===== config.mk =====
export PLATFORM = sky130hd
export DESIGN_NAME = lce_executor
export DESIGN_NICKNAME = d
export VERILOG_FILES = /design/src/lce_pkg.sv /design/src/lce_buf_if.sv /design/src/lce_cmd_mem.sv /design/src/lce_status.sv /design/src/lce_executor.sv
export VERILOG_INCLUDE_DIRS = /design/src
export SDC_FILE = /design/constraint.sdc
export NUM_CORES = 1
export LEC_CHECK = 0
export BUFFER_PORTS_ARGS = -buffer_cell sky130_fd_sc_hd__buf_4
export CORE_MARGIN = 2
export CORE_UTILIZATION = 65
export CTS_CLUSTER_DIAMETER = 120
export DETAILED_ROUTE_END_ITERATION = 12
export PLACE_DENSITY = 0.94
export SYNTH_ARGS = -nofsm -noshare
export SYNTH_HDL_FRONTEND = slang
export SYNTH_SLANG_ARGS = --single-unit

===== constraint.sdc =====
create_clock -name ref_clk -period 7.35 [get_ports ref_clk]
set_input_delay 1.47 -clock ref_clk [delete_from_list [all_inputs] [get_ports ref_clk]]
set_output_delay 1.47 -clock ref_clk [all_outputs]
set_load 0.03 [all_outputs]

===== src/lce_cfg.svh =====
// constants for the legacy letter command executor
`ifndef LCE_CFG_SVH
`define LCE_CFG_SVH
// ====================================
// status byte bit positions
`define LCE_BIT_OVL 0
`define LCE_BIT_RDY 4
`define LCE_BIT_ERR 5
`define LCE_BIT_SVC 6
// ====================================
// service mask bit positions and reset value
`define LCE_MASK_OVL 0
`define LCE_MASK_RDY 4
`define LCE_MASK_RST 8'h00
// ====================================
// header letters
`define LCE_LTR_M 8'h4d
`define LCE_LTR_K 8'h4b
`define LCE_LTR_A 8'h41
`define LCE_LTR_I 8'h49
`define LCE_LTR_R 8'h52
`define LCE_LTR_T 8'h54
`define LCE_LTR_P 8'h50
`define LCE_LTR_Z 8'h5a
`define LCE_LTR_S 8'h53
`define LCE_LTR_N 8'h4e
`define LCE_LTR_C 8'h43
`define LCE_LTR_Y 8'h59
`define LCE_LTR_U 8'h55
`define LCE_LTR_L 8'h4c
`define LCE_LTR_X 8'h58
// ====================================
// execution priorities, 1 is highest
`define LCE_PRIO_NONE 4'h0
`define LCE_PRIO_M 4'h1
`define LCE_PRIO_K 4'h2
`define LCE_PRIO_A 4'h3
`define LCE_PRIO_I 4'h4
`define LCE_PRIO_R 4'h5
`define LCE_PRIO_T 4'h6
`define LCE_PRIO_P 4'h7
`define LCE_PRIO_Z 4'h8
`define LCE_PRIO_S 4'h9
`define LCE_PRIO_NSW 4'ha
`define LCE_PRIO_C 4'hb
`define LCE_PRIO_NAUTO 4'hc
`define LCE_PRIO_Y 4'hd
`define LCE_PRIO_U 4'he
`define LCE_PRIO_L 4'hf
// ====================================
// parameters and defaults
`define LCE_N_AUTO_PARAM 8'h02
`define LCE_DEF_A 8'h01
`define LCE_DEF_C 8'h01
`define LCE_DEF_I 8'h00
`define LCE_DEF_K 8'h00
`define LCE_DEF_OTHER 8'h00
`define LCE_MAX_PARAMS 2'h2
`define LCE_K_HOLD_MAX 8'h01
`define LCE_BUF_DEPTH 16
`endif


===== src/lce_pkg.sv =====
// types of the legacy letter command executor
package lce_pkg;
  // ====================================
  // sequencer states, gray along idle-scan-done
  typedef enum logic [1:0] {
    LCE_IDLE = 2'b00,
    LCE_SCAN = 2'b01,
    LCE_DONE = 2'b11,
    LCE_DISCARD = 2'b10
  } lce_state_t;
  // ====================================
  // one buffered command
  typedef struct packed {
    logic [3:0] prio;
    logic [7:0] letter;
    logic [7:0] p0;
    logic [7:0] p1;
  } lce_entry_t;
endpackage : lce_pkg


===== src/lce_buf_if.sv =====
// command buffer port between sequencer and memory
interface lce_buf_if #(parameter int AW = 4, parameter int DW = 28) ();
  logic wrEn;
  logic [AW-1:0] wrAddr;
  logic [DW-1:0] wrData;
  logic [AW-1:0] rdAddr;
  logic [DW-1:0] rdData;
  modport ctrl(output wrEn, output wrAddr, output wrData, output rdAddr,
    input rdData);
  modport mem(input wrEn, input wrAddr, input wrData, input rdAddr,
    output rdData);
endinterface : lce_buf_if


===== src/lce_cmd_mem.sv =====
// command buffer memory with registered read
module lce_cmd_mem #(parameter int DEPTH = 16) (
  input wire logic ref_clk,
  lce_buf_if.mem bus
);
  logic [$bits(bus.wrData)-1:0] mem [DEPTH];
  // ====================================
  // storage
  always_ff @(posedge ref_clk) begin
    if (bus.wrEn) begin
      mem[bus.wrAddr] <= bus.wrData;
    end
    bus.rdData <= mem[bus.rdAddr];
  end
endmodule : lce_cmd_mem


===== src/lce_status.sv =====
// polled status byte and service request
`include "lce_cfg.svh"
module lce_status import lce_pkg::*; (
  input wire logic ref_clk,
  input wire logic rst_n,
  input wire logic legacyMode,
  input wire logic gpibActive,
  input wire logic ovlSync,
  input wire logic readySet,
  input wire logic readyClr,
  input wire logic errSet,
  input wire logic errClr,
  input wire logic dclSdc,
  input wire logic pollReq,
  input wire logic [7:0] mask,
  output logic [7:0] statusByte,
  output logic [7:0] pollData,
  output logic pollValid,
  output logic srqOut
);
  logic svcFlag;
  logic err;
  logic rdy;
  logic ovlPrev;
  logic rdyPrev;
  // ====================================
  // decode
  wire pollTake = pollReq && gpibActive;
  wire ovlRise = ovlSync && !ovlPrev;
  wire rdyRise = rdy && !rdyPrev;
  wire srqEvent = legacyMode && gpibActive &&
    ((ovlRise && mask[`LCE_MASK_OVL]) || (rdyRise && mask[`LCE_MASK_RDY]));
  wire next_svcFlag = srqEvent || (svcFlag && !(dclSdc || pollTake));
  wire next_err = errSet || (err && !errClr);
  wire next_rdy = readySet || (rdy && !readyClr);
  // unused bits tied low
  assign statusByte = {1'b0, svcFlag, err, rdy, 3'b000, ovlSync};
  assign srqOut = svcFlag;
  // ====================================
  // flags, set wins over clear
  always_ff @(posedge ref_clk) begin
    if (!rst_n) begin
      svcFlag <= 1'b0;
      err <= 1'b0;
      rdy <= 1'b0;
      ovlPrev <= 1'b0;
      rdyPrev <= 1'b0;
    end else begin
      svcFlag <= next_svcFlag;
      err <= next_err;
      rdy <= next_rdy;
      ovlPrev <= ovlSync;
      rdyPrev <= rdy;
    end
  end
  // poll answer only on the gpib side
  always_ff @(posedge ref_clk) begin
    if (!rst_n) begin
      pollData <= 8'h00;
      pollValid <= 1'b0;
    end else begin
      pollValid <= pollTake;
      if (pollTake) begin
        pollData <= statusByte;
      end
    end
  end
  // ====================================
  // checks
  a_unused_zero: assert property (
    @(posedge ref_clk) disable iff (!rst_n)
    pollValid |-> (pollData & 8'h8e) == 8'h00)
    else $error("unused status bits nonzero");
  a_svc_gpib_only: assert property (
    @(posedge ref_clk) disable iff (!rst_n)
    !gpibActive && !svcFlag |=> !svcFlag)
    else $error("service request set off gpib");
  a_svc_poll_clear: assert property (
    @(posedge ref_clk) disable iff (!rst_n)
    pollTake && !srqEvent |=> !svcFlag)
    else $error("service flag survived poll");
  a_err_held: assert property (
    @(posedge ref_clk) disable iff (!rst_n)
    err && !errClr |=> err)
    else $error("error bit dropped early");
  a_ovl_polled: assert property (
    @(posedge ref_clk) disable iff (!rst_n)
    pollTake |=> pollData[`LCE_BIT_OVL] == $past(ovlSync))
    else $error("overload bit wrong in poll");
  a_ready_clear: assert property (
    @(posedge ref_clk) disable iff (!rst_n)
    readyClr && !readySet |=> !rdy)
    else $error("ready bit kept after execute");
  a_mask_gates: assert property (
    @(posedge ref_clk) disable iff (!rst_n)
    $rose(svcFlag) |-> $past(mask[`LCE_MASK_OVL] || mask[`LCE_MASK_RDY]))
    else $error("service request without mask");
endmodule : lce_status


===== src/lce_executor.sv =====
// legacy letter command executor top
// Notes on behaviour
// - legacy commands only taken when legacy mode selected; else dropped.
// - status byte answers only a gpib serial poll.
// - status bits 7, 3, 2, 1 always read zero.
// - request-service flag set on request; cleared by device clear or poll.
// - error bit set on error; cleared after error-status query answered.
// - ready bit set when ready; cleared when execute arrives.
// - overload bit follows the overload condition.
// - service requests only on gpib, never via usb.
// - letter plus zero to two parameters; missing ones get defaults.
// - commands buffered in arrival order until execute.
// - execute runs buffer in fixed priority order, arrival order within.
// - any header or parameter error discards the whole batch.
// - with hold-off, NRFD held from execute until batch finished.
// - mask bit0 enables overload request, bit4 ready request.
`include "lce_cfg.svh"
module lce_executor import lce_pkg::*; #(
  parameter int DEPTH = `LCE_BUF_DEPTH
) (
  input wire logic ref_clk,
  input wire logic rst_n,
  input wire logic legacyMode,
  input wire logic gpibActive,
  input wire logic overloadPin,
  input wire logic cmdValid,
  output logic cmdReady,
  input wire logic [7:0] cmdLetter,
  input wire logic [1:0] cmdParamCount,
  input wire logic [7:0] cmdParam0,
  input wire logic [7:0] cmdParam1,
  input wire logic cmdParamErr,
  output logic execValid,
  output logic [7:0] execLetter,
  output logic [7:0] execParam0,
  output logic [7:0] execParam1,
  input wire logic execErr,
  input wire logic errQueryDone,
  input wire logic dclSdc,
  input wire logic pollReq,
  output logic [7:0] pollData,
  output logic pollValid,
  output logic srqOut,
  output logic nrfdHold
);
  localparam int IW = $clog2(DEPTH);
  localparam logic [IW:0] FULL = (IW+1)'(DEPTH);
  // ====================================
  // helpers
  function automatic logic [3:0] lcePrio(input logic [7:0] l,
      input logic [7:0] p);
    case (l)
      `LCE_LTR_M: lcePrio = `LCE_PRIO_M;
      `LCE_LTR_K: lcePrio = `LCE_PRIO_K;
      `LCE_LTR_A: lcePrio = `LCE_PRIO_A;
      `LCE_LTR_I: lcePrio = `LCE_PRIO_I;
      `LCE_LTR_R: lcePrio = `LCE_PRIO_R;
      `LCE_LTR_T: lcePrio = `LCE_PRIO_T;
      `LCE_LTR_P: lcePrio = `LCE_PRIO_P;
      `LCE_LTR_Z: lcePrio = `LCE_PRIO_Z;
      `LCE_LTR_S: lcePrio = `LCE_PRIO_S;
      `LCE_LTR_N: lcePrio = (p == `LCE_N_AUTO_PARAM) ? `LCE_PRIO_NAUTO :
        `LCE_PRIO_NSW;
      `LCE_LTR_C: lcePrio = `LCE_PRIO_C;
      `LCE_LTR_Y: lcePrio = `LCE_PRIO_Y;
      `LCE_LTR_U: lcePrio = `LCE_PRIO_U;
      `LCE_LTR_L: lcePrio = `LCE_PRIO_L;
      default: lcePrio = `LCE_PRIO_NONE;
    endcase
  endfunction : lcePrio
  function automatic logic [7:0] lceDefault(input logic [7:0] l);
    case (l)
      `LCE_LTR_A: lceDefault = `LCE_DEF_A;
      `LCE_LTR_C: lceDefault = `LCE_DEF_C;
      `LCE_LTR_I: lceDefault = `LCE_DEF_I;
      `LCE_LTR_K: lceDefault = `LCE_DEF_K;
      default: lceDefault = `LCE_DEF_OTHER;
    endcase
  endfunction : lceDefault
  // ====================================
  // state
  lce_state_t state;
  lce_state_t next_state;
  logic [IW:0] count;
  logic batchErr;
  logic [3:0] scanPrio;
  logic [IW-1:0] scanIdx;
  logic [3:0] chkPrio;
  logic chkValid;
  logic [7:0] mask;
  logic holdOff;
  logic ovlMeta;
  logic ovlSync;
  lce_entry_t wrEntry;
  lce_entry_t rdEntry;
  lce_buf_if #(.AW(IW), .DW($bits(lce_entry_t))) buf_bus ();
  // ====================================
  // intake decode
  wire idle = (state == LCE_IDLE);
  assign cmdReady = idle;
  wire take = cmdValid && cmdReady;
  wire takeLegacy = take && legacyMode;
  wire isExec = (cmdLetter == `LCE_LTR_X);
  wire [7:0] p0Fill = (cmdParamCount != 2'h0) ? cmdParam0 :
    lceDefault(cmdLetter);
  wire [7:0] p1Fill = (cmdParamCount == `LCE_MAX_PARAMS) ? cmdParam1 :
    `LCE_DEF_OTHER;
  wire [3:0] newPrio = lcePrio(cmdLetter, p0Fill);
  wire badCmd = (newPrio == `LCE_PRIO_NONE) || cmdParamErr ||
    (cmdParamCount > `LCE_MAX_PARAMS) || (count == FULL);
  wire execTake = takeLegacy && isExec;
  wire storeTake = takeLegacy && !isExec && !badCmd;
  assign wrEntry = '{prio: newPrio, letter: cmdLetter, p0: p0Fill,
    p1: p1Fill};
  assign buf_bus.wrEn = storeTake;
  assign buf_bus.wrAddr = count[IW-1:0];
  assign buf_bus.wrData = wrEntry;
  assign buf_bus.rdAddr = scanIdx;
  assign rdEntry = buf_bus.rdData;
  // ====================================
  // scan decode, priority outer, arrival order inner
  wire lastIdx = ({1'b0, scanIdx} == (IW+1)'(count - 1'b1));
  wire lastIssue = lastIdx && (scanPrio == `LCE_PRIO_L);
  wire hit = chkValid && (rdEntry.prio == chkPrio);
  wire batchEnd = (state == LCE_DONE) || (state == LCE_DISCARD);
  always_comb begin
    next_state = state;
    unique case (state)
      LCE_IDLE: begin
        if (execTake) begin
          if (batchErr || (badCmd && !isExec)) begin
            next_state = LCE_DISCARD;
          end else if (count == '0) begin
            next_state = LCE_DONE;
          end else begin
            next_state = LCE_SCAN;
          end
        end
      end
      LCE_SCAN: begin
        if (lastIssue) begin
          next_state = LCE_DONE;
        end
      end
      LCE_DONE: next_state = LCE_IDLE;
      LCE_DISCARD: next_state = LCE_IDLE;
    endcase
  end
  // ====================================
  // sequencer
  always_ff @(posedge ref_clk) begin
    if (!rst_n) begin
      state <= LCE_IDLE;
      count <= '0;
      batchErr <= 1'b0;
    end else begin
      state <= next_state;
      if (batchEnd) begin
        count <= '0;
        batchErr <= 1'b0;
      end else if (storeTake) begin
        count <= count + 1'b1;
      end else if (takeLegacy && !isExec && badCmd) begin
        batchErr <= 1'b1;
      end
    end
  end
  // scan counters
  always_ff @(posedge ref_clk) begin
    if (!rst_n) begin
      scanPrio <= `LCE_PRIO_M;
      scanIdx <= '0;
      chkPrio <= `LCE_PRIO_NONE;
      chkValid <= 1'b0;
    end else begin
      chkValid <= (state == LCE_SCAN);
      chkPrio <= scanPrio;
      if (state != LCE_SCAN) begin
        scanPrio <= `LCE_PRIO_M;
        scanIdx <= '0;
      end else if (lastIdx) begin
        scanPrio <= scanPrio + 1'b1;
        scanIdx <= '0;
      end else begin
        scanIdx <= scanIdx + 1'b1;
      end
    end
  end
  // ====================================
  // execution output and local settings
  always_ff @(posedge ref_clk) begin
    if (!rst_n) begin
      execValid <= 1'b0;
      execLetter <= 8'h00;
      execParam0 <= 8'h00;
      execParam1 <= 8'h00;
      mask <= `LCE_MASK_RST;
      holdOff <= 1'b1;
    end else begin
      execValid <= hit;
      if (hit) begin
        execLetter <= rdEntry.letter;
        execParam0 <= rdEntry.p0;
        execParam1 <= rdEntry.p1;
        if (rdEntry.letter == `LCE_LTR_M) begin
          mask <= rdEntry.p0;
        end
        if (rdEntry.letter == `LCE_LTR_K) begin
          holdOff <= (rdEntry.p0 <= `LCE_K_HOLD_MAX);
        end
      end
    end
  end
  // hold the bus until the batch has run, gpib only
  assign nrfdHold = holdOff && gpibActive && legacyMode && !idle;
  // ====================================
  // overload pin synchroniser
  always_ff @(posedge ref_clk) begin
    if (!rst_n) begin
      ovlMeta <= 1'b0;
      ovlSync <= 1'b0;
    end else begin
      ovlMeta <= overloadPin;
      ovlSync <= ovlMeta;
    end
  end
  // ====================================
  // sub blocks
  lce_cmd_mem #(.DEPTH(DEPTH)) u_mem (
    .ref_clk(ref_clk),
    .bus(buf_bus.mem)
  );
  lce_status u_status (
    .ref_clk(ref_clk),
    .rst_n(rst_n),
    .legacyMode(legacyMode),
    .gpibActive(gpibActive),
    .ovlSync(ovlSync),
    .readySet(batchEnd || (idle && legacyMode && !execTake)),
    .readyClr(execTake),
    .errSet((state == LCE_DISCARD) || execErr),
    .errClr(errQueryDone),
    .dclSdc(dclSdc),
    .pollReq(pollReq),
    .mask(mask),
    .statusByte(),
    .pollData(pollData),
    .pollValid(pollValid),
    .srqOut(srqOut)
  );
  // ====================================
  // checks
  a_native_drop: assert property (
    @(posedge ref_clk) disable iff (!rst_n)
    !legacyMode |-> !buf_bus.wrEn)
    else $error("native mode wrote buffer");
  a_discard_silent: assert property (
    @(posedge ref_clk) disable iff (!rst_n)
    state == LCE_DISCARD |-> !execValid ##1 !execValid)
    else $error("discarded batch executed");
  a_bad_flagged: assert property (
    @(posedge ref_clk) disable iff (!rst_n)
    takeLegacy && !isExec && badCmd |=> batchErr)
    else $error("bad command not flagged");
  a_buffer_empties: assert property (
    @(posedge ref_clk) disable iff (!rst_n)
    batchEnd |=> count == '0 && idle)
    else $error("buffer not emptied");
  a_holdoff_bus: assert property (
    @(posedge ref_clk) disable iff (!rst_n)
    execTake && holdOff && gpibActive |=> nrfdHold)
    else $error("nrfd not held");
  a_exec_order: assert property (
    @(posedge ref_clk) disable iff (!rst_n)
    hit && $past(hit) |-> rdEntry.prio >= $past(rdEntry.prio))
    else $error("priority order broken");
  a_busy_stall: assert property (
    @(posedge ref_clk) disable iff (!rst_n)
    execTake |=> !cmdReady)
    else $error("intake open while busy");
endmodule : lce_executor


==> flow_metrics.tcl <==
set metrics [dict create \
    syn-cell-area_um2 20580 \
    cts_htree_levels 2 \
    cts_setup_buffers 0 \
    rsz0062_at_grt "false" \
    worst_slack_ns 2.332 \
    synth_edf_count 448 \
    crit_type "primary input to register" \
    layout_common_cells "edfxtp_1 (448), mux4_2 (140), buf_4 (93), dfxtp_1 (85), clkbuf_16 (49)" \
    worst_pin_slew_ns 1.324 \
    fmax_mhz 199.3 \
    grt_use_total 0.3025 \
    clkTransAtPathRegs_ns 0.06 \
    ff_latch_area_um2 15240 \
    dieArea_um2 33100 \
    cts_tree "built" \
    routed_wl_mm 48.64 \
    n_fill_cell 1618 \
    start_kind "primary input" \
    fp.dieH_um 181.9 \
    overflow 0 \
    ys_warn_count 0 \
    gp_congestion 0.8331 \
    fin_tns_setup_ns 0 \
    clkSinkCount 537 \
    p_clk_frac 0.420 \
    drt-pass1-iter-count 7 \
    fin_crit_ns 5.018 \
    fin_skew_ns 0.01135 \
    powerDensity_nw_per_um2 253.9 \
    p_switching_mw 1.157 \
    drive_gt1_frac 0.2733 \
    ctsHoldBuffers 0 \
    clock_latency_ns 0.56 \
    vias_per_cell 6.951 \
    seqPwrFrac 0.562 \
    nets 1153 \
    combPwrFrac 0.018 \
    clock_path_buffers 3 \
    grt_pass1_vias 11160 \
    synth_seq_cells 537 \
    slew_violations 0 \
    mostFrequentLayoutCell "edfxtp_1" \
    grt_pass1_wl_mm 72.38 \
    wl_per_cell_um 31.34 \
    drt_iter0_drc 1621 \
    intPower_mw 4.705 \
    fin_crit_sh 0.6827 \
    core_um2 31390 \
    synth_cells 1019 \
    maxCapViolCount 0 \
    num_vias 10790 \
    synthFlopType "edfxtp_1" \
    fp.dieW_um 181.9 \
    leakage_nw 7.131 \
    ios 74 \
    grt_start_max_net_pins 78 \
    rows 65 \
    synth-async-reset-ratio 0 \
    synth_seq_area_share 0.7403 \
    peakVddDrop_mv 0.1735 \
    avgSynthCellArea_um2 20.20 \
    run_status "finished, final reports clean" \
    clock-root-buffer "clkbuf_16" \
    slew_headroom 0.1172 \
    cp.required_ns 7.58 \
    synthToLayoutAreaGrowth_pct 12.17 \
    multi_input_area_um2 5056 \
    netSwitchingFraction 0.1974 \
    crit_path_max_fanout 17 \
    drcViolationCount 0 \
    post-place-ws_ns 2.195 \
    antenna_found_initial 4 \
    start_util 0.6556 \
    numCtsBuffers 49 \
    hold_path_class "register to register" \
    endpoint_kind "register" \
    ant_nets 0 \
    finalHoldViolations 0 \
    cp_data_arrival_time_ns 5.25 \
    finalSetupViolCount 0 \
    io_buffers 69 \
    dp_hpwl_mm 27.42 \
    synth_cell_types 60 \
    post_cts_resize_count 0 \
]
## per-layer routing
layer  global-route usage  share of wire  up-vias
met5                    0        0.00023        -
met4               0.1087          0.038        2
met3              0.06298           0.11      135
met2               0.5085           0.51      861
met1               0.4004           0.35     5482
li1                     -              -     4308
## power groups by stage
stage	clock network (mW)	registers [mW]	logic (mW)
floorplan	0	3.36	0.0499
global placement	0	3.36	0.0901
detailed placement	0	3.36	0.0974
CTS	2.48	3.29	0.101
global route	2.59	3.29	0.110
finish	2.46	3.29	0.104
## synth_stat cells, types with 7 or more instances
cell type    n  area, µm²
edfxtp_1   448      13450
mux4_2     140       3153
dfxtp_1     89       1782
nor2b_1     38      237.7
mux2i_1     28      280.3
clkbuf_1    26      97.59
and2_1      18      112.6
nand2_1     18      67.56
nand3_1     16      80.08
nor2_1      16      60.06
and3_1      14      87.58
buf_2       14      70.07
a21oi_1     13      65.06
inv_1       12      45.04
nor3_1      11      55.05
buf_1       10      37.54
ha_1         7      87.58
o21ai_0      7      35.03
or4_1        7      52.55
## sequential cells by signal (all words and copies together) (netlist names), 2 cells and up
| register | count |
|---|---|
| execParam1 | 8 |
| chkPrio | 4 |
| state | 2 |
| mask | 2 |
| buf_bus.rdAddr | 4 |
| u_status.pollData | 4 |
| count | 5 |
| execLetter | 8 |
| scanPrio | 4 |
| u_mem.bus.rdData | 28 |
| execParam0 | 8 |
| u_mem.mem | 448 |
## cell families after synthesis
logic type,Yosys count,synth area share
xor gates and xnor gates,8,0.003405
and+or+nand+nor,168,0.04852
adders and majority gates,7,0.004256
other,1,0.0001822
buffers and inverters,69,0.01508
muxes,170,0.1679
DFF,537,0.7403
AOI/OAI and AO/OA,59,0.02037
## worst paths after layout
| path | to | cells after the start | from | slack, ns |
|---|---|---|---|---|
| worst max register to register | u_mem.mem[12][1] | 7 | count[0] | 2.75 |
| worst max-delay path | u_mem.mem[12][1] | 7 | cmdLetter[5] | 2.33 |
| worst min register to register | ovlSync | 1 | ovlMeta | 0.44 |
| worst min-delay path | ovlSync | 1 | ovlMeta | 0.44 |
## worst max-delay path, stage by stage
cell	delay, ns
buf_4	0.17
or3b_1	0.61
a21oi_4	0.24
nand4_2	0.33
nor2_1	0.96
and4_1	0.99
buf_4	0.45
## layout make-up
type	instances	area share
timing repair buffer	93	0.03025
clock buffer	67	0.05821
tap	402	0.02179
inverter	12	0.001951
sequential	537	0.6604
multi-input combinational	416	0.2190
clock inverter	24	0.008239
antenna	1	0.0001084
## through the flow
stage	util	std cells	power (mW)	hold slack [ns]	area [µm²]
after floorplan	-	1022	3.410	0.4119	20590
after global placement	0.6864	1460	3.449	0.4225	21550
after detailed placement	0.6864	1460	3.457	0.4355	21550
after CTS	0.7352	1551	5.874	0.4529	23080
after global routing	0.7352	1551	5.988	0.4576	23080
final	0.7353	1552	5.862	0.4444	23080
Note: power is estimated with default switching activity, not from simulation.
